### src/include/lpv_consts.vh
// constants of the panel link controller: apb map, fields, resets, timing
// assumes a 250 MHz system clock and seven link slots per pixel clock
`ifndef LPV_CONSTS_VH
`define LPV_CONSTS_VH

// ----------------------------------------------------------------
// register offsets (byte addresses)
// ----------------------------------------------------------------
`define LPV_OFF_CTRL 12'h000
`define LPV_OFF_HBLANK 12'h004
`define LPV_OFF_VBLANK 12'h008
`define LPV_OFF_STATUS 12'h00c
`define LPV_OFF_FRAMES 12'h010

// ----------------------------------------------------------------
// control fields
// ----------------------------------------------------------------
`define LPV_CTRL_RUN 0
`define LPV_CTRL_DEPTH8 1
`define LPV_CTRL_SCANREV 2
`define LPV_CTRL_JEIDA 3
`define LPV_CTRL_SUPPLY 4
`define LPV_CTRL_BACKLIGHT 5
`define LPV_CTRL_W 6
`define LPV_CTRL_RESET 6'h00

// ----------------------------------------------------------------
// status fields
// ----------------------------------------------------------------
`define LPV_ST_RUNNING 0
`define LPV_ST_VALID 1
`define LPV_ST_BACKLIGHT 2
`define LPV_ST_LINE_LSB 16

// ----------------------------------------------------------------
// frame geometry in pixel clocks and lines
// ----------------------------------------------------------------
`define LPV_H_ACTIVE 11'h320
`define LPV_HB_MIN 9'h0aa
`define LPV_HB_MAX 9'h12c
`define LPV_HB_RESET 9'h0b0
`define LPV_V_ACTIVE 10'h258
`define LPV_VB_MIN 8'h0a
`define LPV_VB_MAX 8'ha0
`define LPV_VB_RESET 8'h0a

// ----------------------------------------------------------------
// link slots
// ----------------------------------------------------------------
`define LPV_SLOTS 7
`define LPV_SLOT_LAST 3'h6
`define LPV_CLK_PATTERN 7'h63

`endif

### src/rtl/lpv_lane_ser.v
// one link lane: loads a seven-slot word and sends it msb first
// assumes load arrives once every seven clocks from the parent
`timescale 1ns/1ps
module lpv_lane_ser
#(
  parameter SLOTS = 7
)
(
  input wire clk,
  input wire reset,
  input wire load,
  input wire [SLOTS-1:0] word,
  output reg bit_out
);

reg [SLOTS-1:0] shift_reg;

always @(posedge clk or posedge reset)
begin
  if (reset)
  begin
    shift_reg <= {SLOTS{1'b0}};
    bit_out <= 1'b0;
  end
  else if (load)
  begin
    bit_out <= word[SLOTS-1];
    shift_reg <= {word[SLOTS-2:0], 1'b0};
  end
  else
  begin
    bit_out <= shift_reg[SLOTS-1];
    shift_reg <= {shift_reg[SLOTS-2:0], 1'b0};
  end
end

endmodule // lpv_lane_ser

### src/rtl/lpv_host_ctrl.v
// host controller that drives the 800x600 panel's serial pixel link
// assumes apb on clk, a 24-bit pixel source answering pix_ready at once
//
// Functional notes
// (RQ1) Pixel clock 34 to 48 MHz, frames at 60 Hz.
// (RQ2) Line is 800 active clocks plus 170 to 300 blanking clocks.
// (RQ3) Frame is 600 active lines plus 10 to 160 whole blanking lines.
// (RQ4) Clock may be spread up to 1.5 percent at 25 to 90 kHz.
// (RQ5) Panel uses enable strobe only; both sync inputs held low.
// (RQ6) Each colour is unsigned 8 bits, bit 7 most significant.
// (RQ7) Depth select low: 6 bits on three lanes; high: fourth lane added.
// (RQ8) Scan direction select low normal, high flips both axes.
// (RQ9) Six-bit lane map: red and green0, green and blue, blue and enable.
// (RQ10) Lane format select unconnected means standard VESA ordering.
// (RQ11) Supply off: every interface input low or undriven, never high.
// (RQ12) Supply on: every interface signal actively driven; the code leaves the format select pin undriven in VESA mode.
// (RQ13) Backlight only while valid video is shown.
// (RQ14) Eight-bit VESA: lane 3 carries bits 6 and 7 of each colour.
// (RQ15) Format select grounded: JEIDA, upper six bits on lanes 0 to 2.
// (RQ16) Panel accepts pixels while enable high, 800 per line.
`timescale 1ns/1ps
`include "lpv_consts.vh"
module lpv_host_ctrl
#(
  parameter H_ACTIVE = 800,
  parameter V_ACTIVE = 600
)
(
  input wire clk,
  input wire reset,
  input wire psel,
  input wire penable,
  input wire pwrite,
  input wire [11:0] paddr,
  input wire [31:0] pwdata,
  output reg [31:0] prdata,
  output wire pready,
  output wire pslverr,
  input wire [23:0] pix_rgb,
  output wire pix_ready,
  output reg frame_start,
  output reg [3:0] lane_pos,
  output reg [3:0] lane_neg,
  output reg link_clock_pos,
  output reg link_clock_neg,
  output reg line_sync_input,
  output reg frame_sync_input,
  output reg depth_select,
  output reg scan_direction_select,
  output reg lane_format_select_out,
  output reg lane_format_select_oe,
  output reg supply_enable,
  output reg backlight_enable
);

// ----------------------------------------------------------------
// register file
// ----------------------------------------------------------------
reg [`LPV_CTRL_W-1:0] ctrl_reg;
reg [8:0] hblank_reg;
reg [7:0] vblank_reg;
reg [15:0] frames_reg;
reg running_reg;
reg valid_reg;
reg [10:0] hpos_reg;
reg [9:0] vpos_reg;
reg [2:0] slot_reg;
reg [8:0] hblank_act_reg;
reg [7:0] vblank_act_reg;

wire wr_en = psel & penable & pwrite;
wire setup = psel & ~penable;

function mapped;
  input [11:0] a;
  begin
    mapped = (a == `LPV_OFF_CTRL) || (a == `LPV_OFF_HBLANK) ||
             (a == `LPV_OFF_VBLANK) || (a == `LPV_OFF_STATUS) ||
             (a == `LPV_OFF_FRAMES);
  end
endfunction

function [8:0] clamp_h;
  input [31:0] d;
  begin
    if (d < {23'h0, `LPV_HB_MIN})
      clamp_h = `LPV_HB_MIN;
    else if (d > {23'h0, `LPV_HB_MAX})
      clamp_h = `LPV_HB_MAX;
    else
      clamp_h = d[8:0];
  end
endfunction

function [7:0] clamp_v;
  input [31:0] d;
  begin
    if (d < {24'h0, `LPV_VB_MIN})
      clamp_v = `LPV_VB_MIN;
    else if (d > {24'h0, `LPV_VB_MAX})
      clamp_v = `LPV_VB_MAX;
    else
      clamp_v = d[7:0];
  end
endfunction

assign pready = 1'b1;
assign pslverr = psel & penable & ~mapped(paddr);

always @(posedge clk or posedge reset)
begin
  if (reset)
  begin
    ctrl_reg <= `LPV_CTRL_RESET;
    hblank_reg <= `LPV_HB_RESET;
    vblank_reg <= `LPV_VB_RESET;
  end
  else if (wr_en)
  begin
    case (paddr)
      `LPV_OFF_CTRL: ctrl_reg <= pwdata[`LPV_CTRL_W-1:0];
      `LPV_OFF_HBLANK: hblank_reg <= clamp_h(pwdata); // see (RQ2)
      `LPV_OFF_VBLANK: vblank_reg <= clamp_v(pwdata); // see (RQ3)
      default: ctrl_reg <= ctrl_reg;
    endcase
  end
end

// read data is captured in the setup cycle, ready in the access cycle
always @(posedge clk or posedge reset)
begin
  if (reset)
    prdata <= 32'h0000_0000;
  else if (setup)
  begin
    case (paddr)
      `LPV_OFF_CTRL: prdata <= {26'h0, ctrl_reg};
      `LPV_OFF_HBLANK: prdata <= {23'h0, hblank_reg};
      `LPV_OFF_VBLANK: prdata <= {24'h0, vblank_reg};
      `LPV_OFF_STATUS: prdata <= {6'h0, vpos_reg, 13'h0,
        backlight_enable, valid_reg, running_reg};
      `LPV_OFF_FRAMES: prdata <= {16'h0, frames_reg};
      default: prdata <= 32'h0000_0000;
    endcase
  end
end

// ----------------------------------------------------------------
// pixel timing
// ----------------------------------------------------------------
wire supply_on = ctrl_reg[`LPV_CTRL_SUPPLY];
wire run_req = ctrl_reg[`LPV_CTRL_RUN] & supply_on;
wire pix_edge = (slot_reg == `LPV_SLOT_LAST);
wire [10:0] h_total = H_ACTIVE[10:0] + {2'b00, hblank_act_reg}; // see (RQ2)
wire [9:0] v_total = V_ACTIVE[9:0] + {2'b00, vblank_act_reg}; // see (RQ3)
wire h_last = (hpos_reg == h_total - 11'h001);
wire v_last = (vpos_reg == v_total - 10'h001);
wire at_origin = (hpos_reg == 11'h000) && (vpos_reg == 10'h000);
// run bit decides at the origin edge itself: no orphan first pixel
// on stop, no lost first pixel on start
wire run_now = at_origin ? run_req : running_reg;
wire active = run_now && (hpos_reg < H_ACTIVE[10:0]) &&
  (vpos_reg < V_ACTIVE[9:0]); // see (RQ16)

// one slot per clock: 7 x 4 ns gives a 35.7 MHz pixel clock
always @(posedge clk or posedge reset) // see (RQ1)
begin
  if (reset)
    slot_reg <= 3'h0;
  else if (pix_edge)
    slot_reg <= 3'h0;
  else
    slot_reg <= slot_reg + 3'h1;
end

// ----------------------------------------------------------------
// geometry in use
// ----------------------------------------------------------------
// blanking written mid-frame waits for the frame origin, so no line
// is cut and the position never runs past its total
always @(posedge clk or posedge reset) // see (RQ3)
begin
  if (reset)
  begin
    hblank_act_reg <= `LPV_HB_RESET;
    vblank_act_reg <= `LPV_VB_RESET;
  end
  else if (pix_edge && at_origin)
  begin
    hblank_act_reg <= hblank_reg;
    vblank_act_reg <= vblank_reg;
  end
end

// run bit starts and stops output at the frame origin; supply off stops it at once
always @(posedge clk or posedge reset)
begin
  if (reset)
  begin
    hpos_reg <= 11'h000;
    vpos_reg <= 10'h000;
    running_reg <= 1'b0;
    valid_reg <= 1'b0;
    frames_reg <= 16'h0000;
    frame_start <= 1'b0;
  end
  else
  begin
    frame_start <= 1'b0;
    if (!supply_on)
    begin
      hpos_reg <= 11'h000;
      vpos_reg <= 10'h000;
      running_reg <= 1'b0;
      valid_reg <= 1'b0;
    end
    else if (pix_edge)
    begin
      if (at_origin)
      begin
        running_reg <= run_req;
        frame_start <= run_req;
        if (!run_req)
          valid_reg <= 1'b0;
      end
      if (h_last)
      begin
        hpos_reg <= 11'h000;
        if (v_last) // see (RQ3)
        begin
          vpos_reg <= 10'h000;
          if (running_reg)
          begin
            valid_reg <= 1'b1;
            frames_reg <= frames_reg + 16'h0001;
          end
        end
        else
          vpos_reg <= vpos_reg + 10'h001;
      end
      else if (run_now || !at_origin)
        hpos_reg <= hpos_reg + 11'h001;
    end
  end
end

// ----------------------------------------------------------------
// lane word packing
// ----------------------------------------------------------------
assign pix_ready = pix_edge & active; // see (RQ16)

wire depth8 = ctrl_reg[`LPV_CTRL_DEPTH8];
wire jeida = ctrl_reg[`LPV_CTRL_JEIDA] & depth8;
wire [7:0] red = active ? pix_rgb[23:16] : 8'h00; // see (RQ6)
wire [7:0] grn = active ? pix_rgb[15:8] : 8'h00;
wire [7:0] blu = active ? pix_rgb[7:0] : 8'h00;
// six bits on lanes 0..2: low six (vesa) or high six (jeida)
wire [5:0] r6 = jeida ? red[7:2] : red[5:0]; // see (RQ15)
wire [5:0] g6 = jeida ? grn[7:2] : grn[5:0];
wire [5:0] b6 = jeida ? blu[7:2] : blu[5:0];
wire [1:0] r2 = jeida ? red[1:0] : red[7:6]; // see (RQ14)
wire [1:0] g2 = jeida ? grn[1:0] : grn[7:6];
wire [1:0] b2 = jeida ? blu[1:0] : blu[7:6];

wire [`LPV_SLOTS-1:0] words [0:4];
assign words[0] = {g6[0], r6[5:0]}; // see (RQ9)
assign words[1] = {b6[1:0], g6[5:1]}; // see (RQ9)
assign words[2] = {active, 2'b00, b6[5:2]}; // see (RQ9)
assign words[3] = depth8 ? {1'b0, b2, g2, r2} : 7'h00; // see (RQ7)
assign words[4] = `LPV_CLK_PATTERN;

wire [4:0] lane_bits;
genvar i;
generate
  for (i = 0; i < 5; i = i + 1)
  begin : g_lane
    lpv_lane_ser #(
      .SLOTS(`LPV_SLOTS)
    ) u_lane (
      .clk(clk),
      .reset(reset),
      .load(pix_edge),
      .word(words[i]),
      .bit_out(lane_bits[i])
    );
  end
endgenerate

// ----------------------------------------------------------------
// pin drive
// ----------------------------------------------------------------
// a fixed divided clock has no spread; the panel tolerates it either way
always @(posedge clk or posedge reset) // see (RQ4)
begin
  if (reset)
  begin
    lane_pos <= 4'h0;
    lane_neg <= 4'h0;
    link_clock_pos <= 1'b0;
    link_clock_neg <= 1'b0;
    line_sync_input <= 1'b0;
    frame_sync_input <= 1'b0;
    depth_select <= 1'b0;
    scan_direction_select <= 1'b0;
    lane_format_select_out <= 1'b0;
    lane_format_select_oe <= 1'b1;
    supply_enable <= 1'b0;
    backlight_enable <= 1'b0;
  end
  else
  begin
    supply_enable <= supply_on;
    line_sync_input <= 1'b0; // see (RQ5)
    frame_sync_input <= 1'b0; // see (RQ5)
    lane_format_select_out <= 1'b0;
    if (supply_on) // see (RQ12)
    begin
      lane_pos <= lane_bits[3:0];
      lane_neg <= ~lane_bits[3:0];
      link_clock_pos <= lane_bits[4];
      link_clock_neg <= ~lane_bits[4];
      depth_select <= depth8; // see (RQ7)
      scan_direction_select <= ctrl_reg[`LPV_CTRL_SCANREV]; // see (RQ8)
      // vesa: pin left open; jeida: pin grounded
      lane_format_select_oe <= jeida; // see (RQ10)
    end
    else // see (RQ11)
    begin
      lane_pos <= 4'h0;
      lane_neg <= 4'h0;
      link_clock_pos <= 1'b0;
      link_clock_neg <= 1'b0;
      depth_select <= 1'b0;
      scan_direction_select <= 1'b0;
      lane_format_select_oe <= 1'b1;
    end
    backlight_enable <= ctrl_reg[`LPV_CTRL_BACKLIGHT] & run_req &
      valid_reg; // see (RQ13)
  end
end

endmodule // lpv_host_ctrl

### config.mk
export PLATFORM = sky130hd
export DESIGN_NAME = lpv_host_ctrl
export DESIGN_NICKNAME = d
export VERILOG_FILES = /design/src/rtl/lpv_lane_ser.v /design/src/rtl/lpv_host_ctrl.v
export VERILOG_INCLUDE_DIRS = /design/src /design/src/include
export SDC_FILE = /design/constraint.sdc
export NUM_CORES = 1
export LEC_CHECK = 0
export ABC_AREA = 1
export BUFFER_PORTS_ARGS = -buffer_cell sky130_fd_sc_hd__buf_2
export CAP_MARGIN = 20
export CORE_MARGIN = 8
export CORE_UTILIZATION = 62
export DETAILED_ROUTE_END_ITERATION = 16
export PLACE_DENSITY_LB_ADDON = 0.12
export SYNTH_ARGS = -nofsm -noshare
export SYNTH_HDL_FRONTEND = slang
export SYNTH_SLANG_ARGS = --single-unit
### constraint.sdc
create_clock -name clk -period 17.2 [get_ports clk]
set_input_delay 5.16 -clock clk [delete_from_list [all_inputs] [get_ports clk]]
set_output_delay 5.16 -clock clk [all_outputs]
set_load 0.01 [all_outputs]
## Word level (Yosys, flattened, before mapping)

Index checks and enable logic that the tools add are counted.

- Add/subtract/negate cells: 8
- Multiply operators: 0
- Div/mod/pow operators: 0
- $lt $le $gt $ge: 6
- Eq/ne operators: 10
- Shift-type cells: 0
- Multiplexer cells: 54
- Bitwise operators: 13
- Reduce and logical (&&, ||, !) cells: 19

Operator list:

| kind | count |
|---|---|
| 26-bit one-hot mux with 5 select lines | 1 |
| 11-bit 2-to-1 mux | 4 |
| 10-bit 2-to-1 mux | 4 |
| 8-bit 2-to-1 mux | 5 |
| 7-bit 2-to-1 mux | 5 |
| 32-bit by 8-bit > comparator with 1-bit output (second input constant) | 1 |
| 32-bit by 9-bit > comparator with 1-bit output (second input constant) | 1 |
| 32-bit by 4-bit < comparator with 1-bit output (second input constant) | 1 |
| 32-bit by 8-bit < comparator with 1-bit output (second input constant) | 1 |
| 12-bit by 4-bit equality test with 1-bit output (second input constant) | 2 |
| 6-bit 2-to-1 mux | 4 |
| 1-bit 2-to-1 mux | 23 |
| 9-bit 2-to-1 mux | 2 |
| 16-bit by 1-bit adder with 16-bit output (second input constant) | 1 |
| 12-bit by 3-bit equality test with 1-bit output (second input constant) | 1 |
| 12-bit by 5-bit equality test with 1-bit output (second input constant) | 1 |
| 12-bit zero test | 1 |
| 10-bit by 9-bit adder with 11-bit output (first input constant) | 1 |
| 11-bit by 1-bit adder with 11-bit output (second input constant) | 1 |
| 11-bit equality test | 1 |
| 11-bit zero test | 1 |
| 11-bit by 10-bit < comparator with 1-bit output (second input constant) | 1 |
| 11-bit by 1-bit subtractor with 11-bit output (second input constant) | 1 |
| 10-bit by 1-bit adder with 10-bit output (second input constant) | 1 |
| other kinds (20) | 45 |

- Register bits: 170
- Latch bits: 0
- Bits in writable memories: 0
- ROM bits: 0
- Bits of input ports: 73
- Word-level logic and storage cells: 142
- Memories kept: 0

## Longest topological paths before layout

Gate-level depths: netlist of the first run.

- Depth in word-level cells: 9
- Gate-level depth with buffers: 17
- Gate-level depth less buffers: 17

## Hierarchy

From an unflattened synthesis of the first run, not the netlist that was laid out.

- Cells, all modules: 1,163
- Area total of the unflattened synthesis: 8,759.7 um^2

By module, submodules not included:

| module | instances | cells each | area an instance (um^2) | seq. area each (um^2) |
|---|---|---|---|---|
| lpv_host_ctrl | 1 | 1,013 | 7,445.9 | 3,116.7 |
| lpv_lane_ser | 5 | 30 | 262.8 | 175.2 |

## Worst setup path before layout of the first run

OpenSTA, ideal clock, no wires.

- Path kind: input -> output
- Start: in paddr[1]
- End: out pslverr
- Data arrival time: 6,037 ps
- Required time: 12,040 ps
- Setup slack: 6,003 ps
- Cell stages on the path: 6
- Cells stage by stage: nor2_1 > inv_1 > nor3_1 > nand3b_1 > nand4_1 > nor3_1

- Word-level cells in the longest chain between the ends: 7
- Elaborated cells on any way between the ends: 11
- Classes of those cells: eq/ne (4); bitwise (2); reduce/logical (5)

Ends and longest elaborated chain:

| what | RTL line | source |
|---|---|---|
| start, declared | lpv_host_ctrl.v:34 | `input wire [11:0] paddr,` |
| 12-bit by 3-bit equality test with 1-bit output or 12-bit zero test (tied branches) | n/a |  |
| 1-bit logical OR (3 in a row) | lpv_host_ctrl.v:77 | `` mapped = (a == `LPV_OFF_CTRL) \|\| (a == `LPV_OFF_HBLANK) \|\| `` |
| 1-bit logical OR * | lpv_host_ctrl.v:77 |  |
| 1-bit NOT * | lpv_host_ctrl.v:108 | `assign pslverr = psel & penable & ~mapped(paddr);` |
| 1-bit bitwise AND * | lpv_host_ctrl.v:108 |  |
| end, declared | lpv_host_ctrl.v:38 | `output wire pslverr,` |

Every way passes the cells marked *; elsewhere a longest branch is shown, timed or not.

## Worst setup path after layout of the first run

Same ends and word-level chain as after synthesis.

==> summary.md, run 1 <==
| Metric | Value |
|---|---|
| Crit Path Max Fanout | 12 |
| Clk pin slew, worst setup/hold paths | 0.06 ns |
| Postcts setup bufs | 0 |
| Post-placement cell count | 1419 |
| Flop2flop setup slack | 14.37 ns |
| Worst Hold Class | reg -> reg |
| Antenna cells | 0 |
| Status | finished clean |
| Largest net degree at the start of global routing | 96 |
| Crit share post-route | 68.2% |
| Final ANT Viol Nets | 0 |
| Sw Ratio | 21.5% |
| Final wirelength | 22.6 mm |
| RR Startpoint | vpos_reg[0]$_DFFE_PP0P_ |
| Synth-to-layout area growth | 14.5% |
| Initial Util | 62.9% |
| DRT iter0 DRCs | 688 |
| First-pass GRT wire length | 37.2 mm |
| Worst Min Path Start | g_lane[2].u_lane.bit_out$_DFF_PP0_ |
| Sw Pwr | 0.000168 W |
| Post-CTS Resized | 0 |
| Final WS setup | 5.46 ns |
| Routed wirelength normalized by instance count | 15.6 µm |
| Final Setup Violations | 0 |
| Power Density | 78.5 nW/µm² |
| Ys Warns | 0 |
| CTS max path bufs | 2 |
| Cts hold-fix bufs | 0 |
| Final Max Tran Viols | 0 |
| Hold depth | 1 |
| Mapped Area | 8660 µm² |
| Vias per cell | 5.58 |
| Gpl congestion | 0.940 |
| 1st-pass router iterations | 6 |
| Minimum clock period | 11.74 ns |
| LEAKAGE | 5.34 nW |
| CTS Buf Count | 17 |
| Comb power frac | 3.5% |
| Final Core Density | 72.0% |
| Pre-CTS setup slack | 5.51 ns |
| Clk_lat worst skew | 0.43 ns |
| Mean area per synthesized cell | 7.53 µm² |
| Setup TNS | 0 ns |
| Clock Sinks | 159 |
| H-tree depth | 4 |
| Dpl hpwl | 16.2 mm |
| Grt ovf | 0 |
| Cell internal pwr | 0.000611 W |
| Mapped Cells | 1150 |
| Worst r2r dst | g_lane[2].u_lane.shift_reg[3]$_DFF_PP0_ |
| Ys flop type | dfrtp_1 |
| Pwr Total | 0.000779 W |
| Die area | 18000 µm² |
| Layout Nets | 1338 |
| I/O pin count | 127 |
| Critical Path RT | 12.04 ns |
| Vias in the first global route | 7731 |
| Seq cells post-synth | 159 |
| Relative slew slack | 40.5% |
| Final Non-Filler Cells | 1451 |
| Std-Cell Rows | 43 |
| Crit start category | input port |
| Clock root cell | clkbuf_16 |
| Clock share of power | 48.3% |
| Clock tree from TritonCTS | built |
| Synth unique cells | 46 |
| GR Util All Layers | 25.6% |
| Post-synth ARST share | 100% |
| Chip Width | 134 µm |
| RSZ-0062 raised after global routing | no |
| Fill cells | 1161 |
| EDFF count, synth | 0 |
| Drt drc | 0 |
| FF-to-FF path depth | 13 |
| PortBufs | 116 |
| Placeable Area | 13800 µm² |
| Seq pwr share | 48.2% |
| Max Clk Rate | 85.2 MHz |
| Max_cap viols | 0 |
| Hold Path End | lane_neg[2]$_DFF_PP0_ |
| Die Ht | 134 µm |
| Fin. Hold Viols | 0 |
| Vias | 8092 |
| WS Path Type | in -> out |
| Worst setup EP type | output pin |
| Sequential area share after synthesis | 46.1% |
| Skew final | 0.00766 ns |
| Worst EP arrival | 6.58 ns |
| Slew @ Worst Pin | 0.890 ns |
| Antenna violations before repair | 0 |
| Share of cells above drive strength 1 | 15.6% |
| Worst VDD drop | 0.0703 mV |
| Number of flip-flops in the largest register | 30 |
-- synth_stat cells (11+ instances only) --
library cell,number,area share [%]
nand3_1,120,6.9
o21ai_0,53,3.1
buf_4,12,1.0
nand4_1,28,2.0
dfstp_2,11,3.3
a21oi_1,23,1.3
nand2_1,336,15
inv_1,143,6.2
clkbuf_1,19,0.82
o31ai_1,16,1.4
nor2_1,94,4.1
xor2_1,16,1.6
o22ai_1,24,1.7
nor3_1,21,1.2
dfrtp_1,148,43
-- worst max-delay path by stage --
| stage | from | endpoint | slack, ns | cells past startpoint |
|---|---|---|---|---|
| final | paddr[1] | pslverr | 5.46 | 8 |
| after global routing | paddr[1] | pslverr | 5.32 | 8 |
| after CTS | paddr[1] | pslverr | 5.50 | 8 |
| after detailed placement | paddr[1] | pslverr | 5.51 | 8 |
| after global placement | paddr[1] | pslverr | 5.53 | 8 |
| after floorplan | paddr[1] | pslverr | 6.00 | 6 |
-- cells by family (layout without fill, tap and decap cells) --
| logic type | Yosys count | after routing | synth area share (%) |
|---|---|---|---|
| and+or+nand+nor | 646 | 646 | 33.3 |
| buffers and inverters | 185 | 298 | 8.64 |
| DFF | 159 | 159 | 46.1 |
| AOI/OAI and AO/OA | 131 | 131 | 8.86 |
| xor gates and xnor gates | 20 | 20 | 2.02 |
| adders and majority gates | 7 | 7 | 1.01 |
| other | 2 | 10 | 0.0868 |
-- routing by layer --
layer	part of all wire (%)	global-route usage, %
met5	0	0
met4	1.8	8.30
met3	7.1	6.58
met2	46	40.6
met1	45	33.6
-- through the flow --
| step | hold slack (ns) | area, µm² |
|---|---|---|
| 2_1_floorplan | 0.404 | 8690 |
| 3_3_place_gp | 0.407 | 9330 |
| 3_5_place_dp | 0.411 | 9330 |
| 4_1_cts | 0.427 | 9920 |
| 5_1_grt | 0.444 | 9920 |
| 6_report | 0.425 | 9920 |
-- cell type report --
class | instances | area (µm²) | area share, %
clock buffers | 20 | 437 | 4.40
clock inverters | 12 | 145 | 1.46
inverters | 145 | 549 | 5.54
multi-input cells | 814 | 3950 | 39.8
flip-flops and latches | 159 | 3990 | 40.3
well taps | 180 | 225 | 2.27
repair buffers | 121 | 618 | 6.23
-- power groups by stage --
stage,clock (W),combinational [W],sequential [W]
floorplan,0,0.0000151,0.000382
global placement,0,0.0000271,0.000382
detailed placement,0,0.0000275,0.000382
CTS,0.000379,0.0000277,0.000375
global route,0.000395,0.0000311,0.000375
finish,0.000376,0.0000274,0.000376
-- cell usage in the layout (no fill, tap or decap), types with 23 or more instances in the layout --
cell     netlist  routed
nor2_1        94      93
inv_1        143     142
nand2_1      336     336
dfrtp_1      148     148
nand4_1       28      28
buf_2          6     116
nand3_1      120     120
a21oi_1       23      23
o22ai_1       24      24
o21ai_0       53      53
-- worst max-delay path, stage by stage --
cell and delay (ns):
buf_2 0.09, nor2_1 0.24, inv_1 0.10, nor4_1 0.23
nand2_1 0.37, nand4_1 0.18, nor3_1 0.05, buf_2 0.14
(Power assumes the default switching activity.)
==> run 2, diff against run 1 <==
- CORE_UTILIZATION: 62 -> 58
- clock period: 17.2 -> 11.6 ns (I/O delays scaled with it)
==> run 2 against run 1 <==
  * Critical path depth stayed put
  * Worst hold slack worse by 0.0035 ns
  * Global-route usage is 2.2 points lower
  * Combinational power is 48% higher
  * Flip-flop and latch count stayed put
  * Non-clock buffer count stayed put
  * Register-to-register slack worse by 5.6 ns
  * Final cell count is 0.28% higher
  * Largest cell class unchanged
  * Highest routed layer unchanged
  * Critical path type unchanged
  * Cell area is 0.10% higher
  * Sequential share of layout area hardly changed
  * Clock power is 48% higher
==> summary.md, run 2 (synthesis results as in run 1) <==
| Metric | Value |
|---|---|
| WS Path Type | in -> out |
| Slew @ Worst Pin | 0.881 ns |
| Antenna cells | 0 |
| Cts hold-fix bufs | 0 |
| LEAKAGE | 5.33 nW |
| Hold Path End | link_clock_neg$_DFF_PP0_ |
| Worst setup EP type | output pin |
| Buffers plus inverters on the worst setup path | 3 |
| Setup TNS | 0 ns |
| Drt drc | 0 |
| Dpl hpwl | 16.4 mm |
| CP max stage delay | 0.39 ns |
| GR Util All Layers | 23.4% |
| Minimum clock period | 8.42 ns |
| Worst-path cell with the longest stage delay | nand2_1 |
| Share of cells above drive strength 1 | 15.7% |
| DRT iter0 DRCs | 556 |
| Final wirelength | 22.3 mm |
| Die area | 19100 µm² |
| Most frequent CP cell | buf_2 |
| CTS max path bufs | 2 |
| Hold depth | 1 |
| Sequence of cells on the critical path | buf_2 -> nor2_1 -> inv_1 -> nor4_1 -> nand2_1 -> nand4_1 -> nor3_1 -> buf_2 |
| Most frequent cells in the layout | 336 x nand2_1, 148 x dfrtp_1, 142 x inv_1 |
| Fin. Hold Viols | 0 |
| Worst Hold Class | reg -> reg |
| Antenna violations before repair | 0 |
| Number of flip-flops in the largest register | 30 |
| Clock root cell | clkbuf_16 |
| First-pass GRT wire length | 37.2 mm |
| Final Setup Violations | 0 |
| Clk pin slew, worst setup/hold paths | 0.06 ns |
| Crit start category | input port |
| Final Core Density | 68.3% |
| Vias in the first global route | 7804 |
| 1st-pass router iterations | 5 |
| Vias per cell | 5.44 |
| Critical Path RT | 8.12 ns |
| Synth-to-layout area growth | 14.7% |
| PortBufs | 116 |
| Grt ovf | 0 |
| Post-CTS Resized | 0 |
| Clock tree from TritonCTS | built |
| Max_cap viols | 0 |
| Worst r2r dst | g_lane[2].u_lane.shift_reg[3]$_DFF_PP0_ |
| I/O pin count | 127 |
| Chip Width | 138 µm |
| Clk_lat worst skew | 0.43 ns |
| Final ANT Viol Nets | 0 |
| Status | finished clean |
| Pwr Total | 0.00116 W |
| Worst VDD drop | 0.107 mV |
| Postcts setup bufs | 0 |
| Worst Min Path Start | g_lane[4].u_lane.bit_out$_DFF_PP0_ |
| Routed wirelength normalized by instance count | 15.3 µm |
| Skew final | 0.0146 ns |
| Most common cell after layout, fill and taps aside | nand2_1 |
| Relative slew slack | 41.1% |
| Crit Path Max Fanout | 12 |
| Flop2flop setup slack | 8.79 ns |
| Die Ht | 138 µm |
| FF-to-FF path depth | 13 |
| Final Max Tran Viols | 0 |
| Worst EP arrival | 4.94 ns |
| Pre-CTS setup slack | 3.23 ns |
| Placeable Area | 14500 µm² |
| Initial Util | 59.6% |
| Clock Sinks | 159 |
| WHS | 0.421 ns |
| Vias | 7917 |
| Final WS setup | 3.18 ns |
| Layout Nets | 1338 |
| RR Startpoint | hpos_reg[0]$_DFFE_PP0P_ |
| CTS Buf Count | 17 |
| Largest net degree at the start of global routing | 90 |
| Power Density | 116 nW/µm² |
| Critical path's top delay family | simple AND/OR/NAND/NOR gates |
| H-tree depth | 4 |
| Crit share post-route | 72.6% |
| Std-Cell Rows | 44 |
| Gpl congestion | 0.919 |
| Max Clk Rate | 119 MHz |
| RSZ-0062 raised after global routing | no |
## run 2: how the worst max path moves through the flow
stage	cells after the start	slack (ns)	start	end
4_1_cts	8	3.22	paddr[1]	pslverr
3_5_place_dp	8	3.23	paddr[1]	pslverr
5_1_grt	8	3.04	paddr[7]	pslverr
2_1_floorplan	6	3.76	paddr[1]	pslverr
3_3_place_gp	8	3.28	paddr[1]	pslverr
6_report	8	3.18	paddr[1]	pslverr
## run 2: metal layers
metal	part of all wire (%)	track usage, %
met5	0	0
met4	2.5	9.67
met3	6.7	5.65
met2	45	36.0
met1	46	30.9
## run 2: layout make-up
cell class / count / area, µm²
clock buffers: 19 / 433
clock inverters: 13 / 154
inverters: 145 / 549
multi-input cells: 814 / 3950
flip-flops and latches: 159 / 3990
fillers: 1262 / 4610
repair buffers: 121 / 618
well taps: 184 / 230
## run 2: through the flow
| step | cells | instance area (µm²) |
|---|---|---|
| floorplan | 1158 | 8690 |
| global placement | 1423 | 9340 |
| detailed placement | 1423 | 9340 |
| CTS | 1455 | 9930 |
| global route | 1455 | 9930 |
| finish | 1455 | 9930 |
## run 2: where the power goes
part	switching, W	total, W	leakage, nW	internal (W)
clock	0.000237	0.000558	0.273	0.000321
sequential	0.000000912	0.000557	2.04	0.000556
combinational	0.0000272	0.0000405	3.02	0.0000133
total	0.000265	0.00116	5.33	0.000891
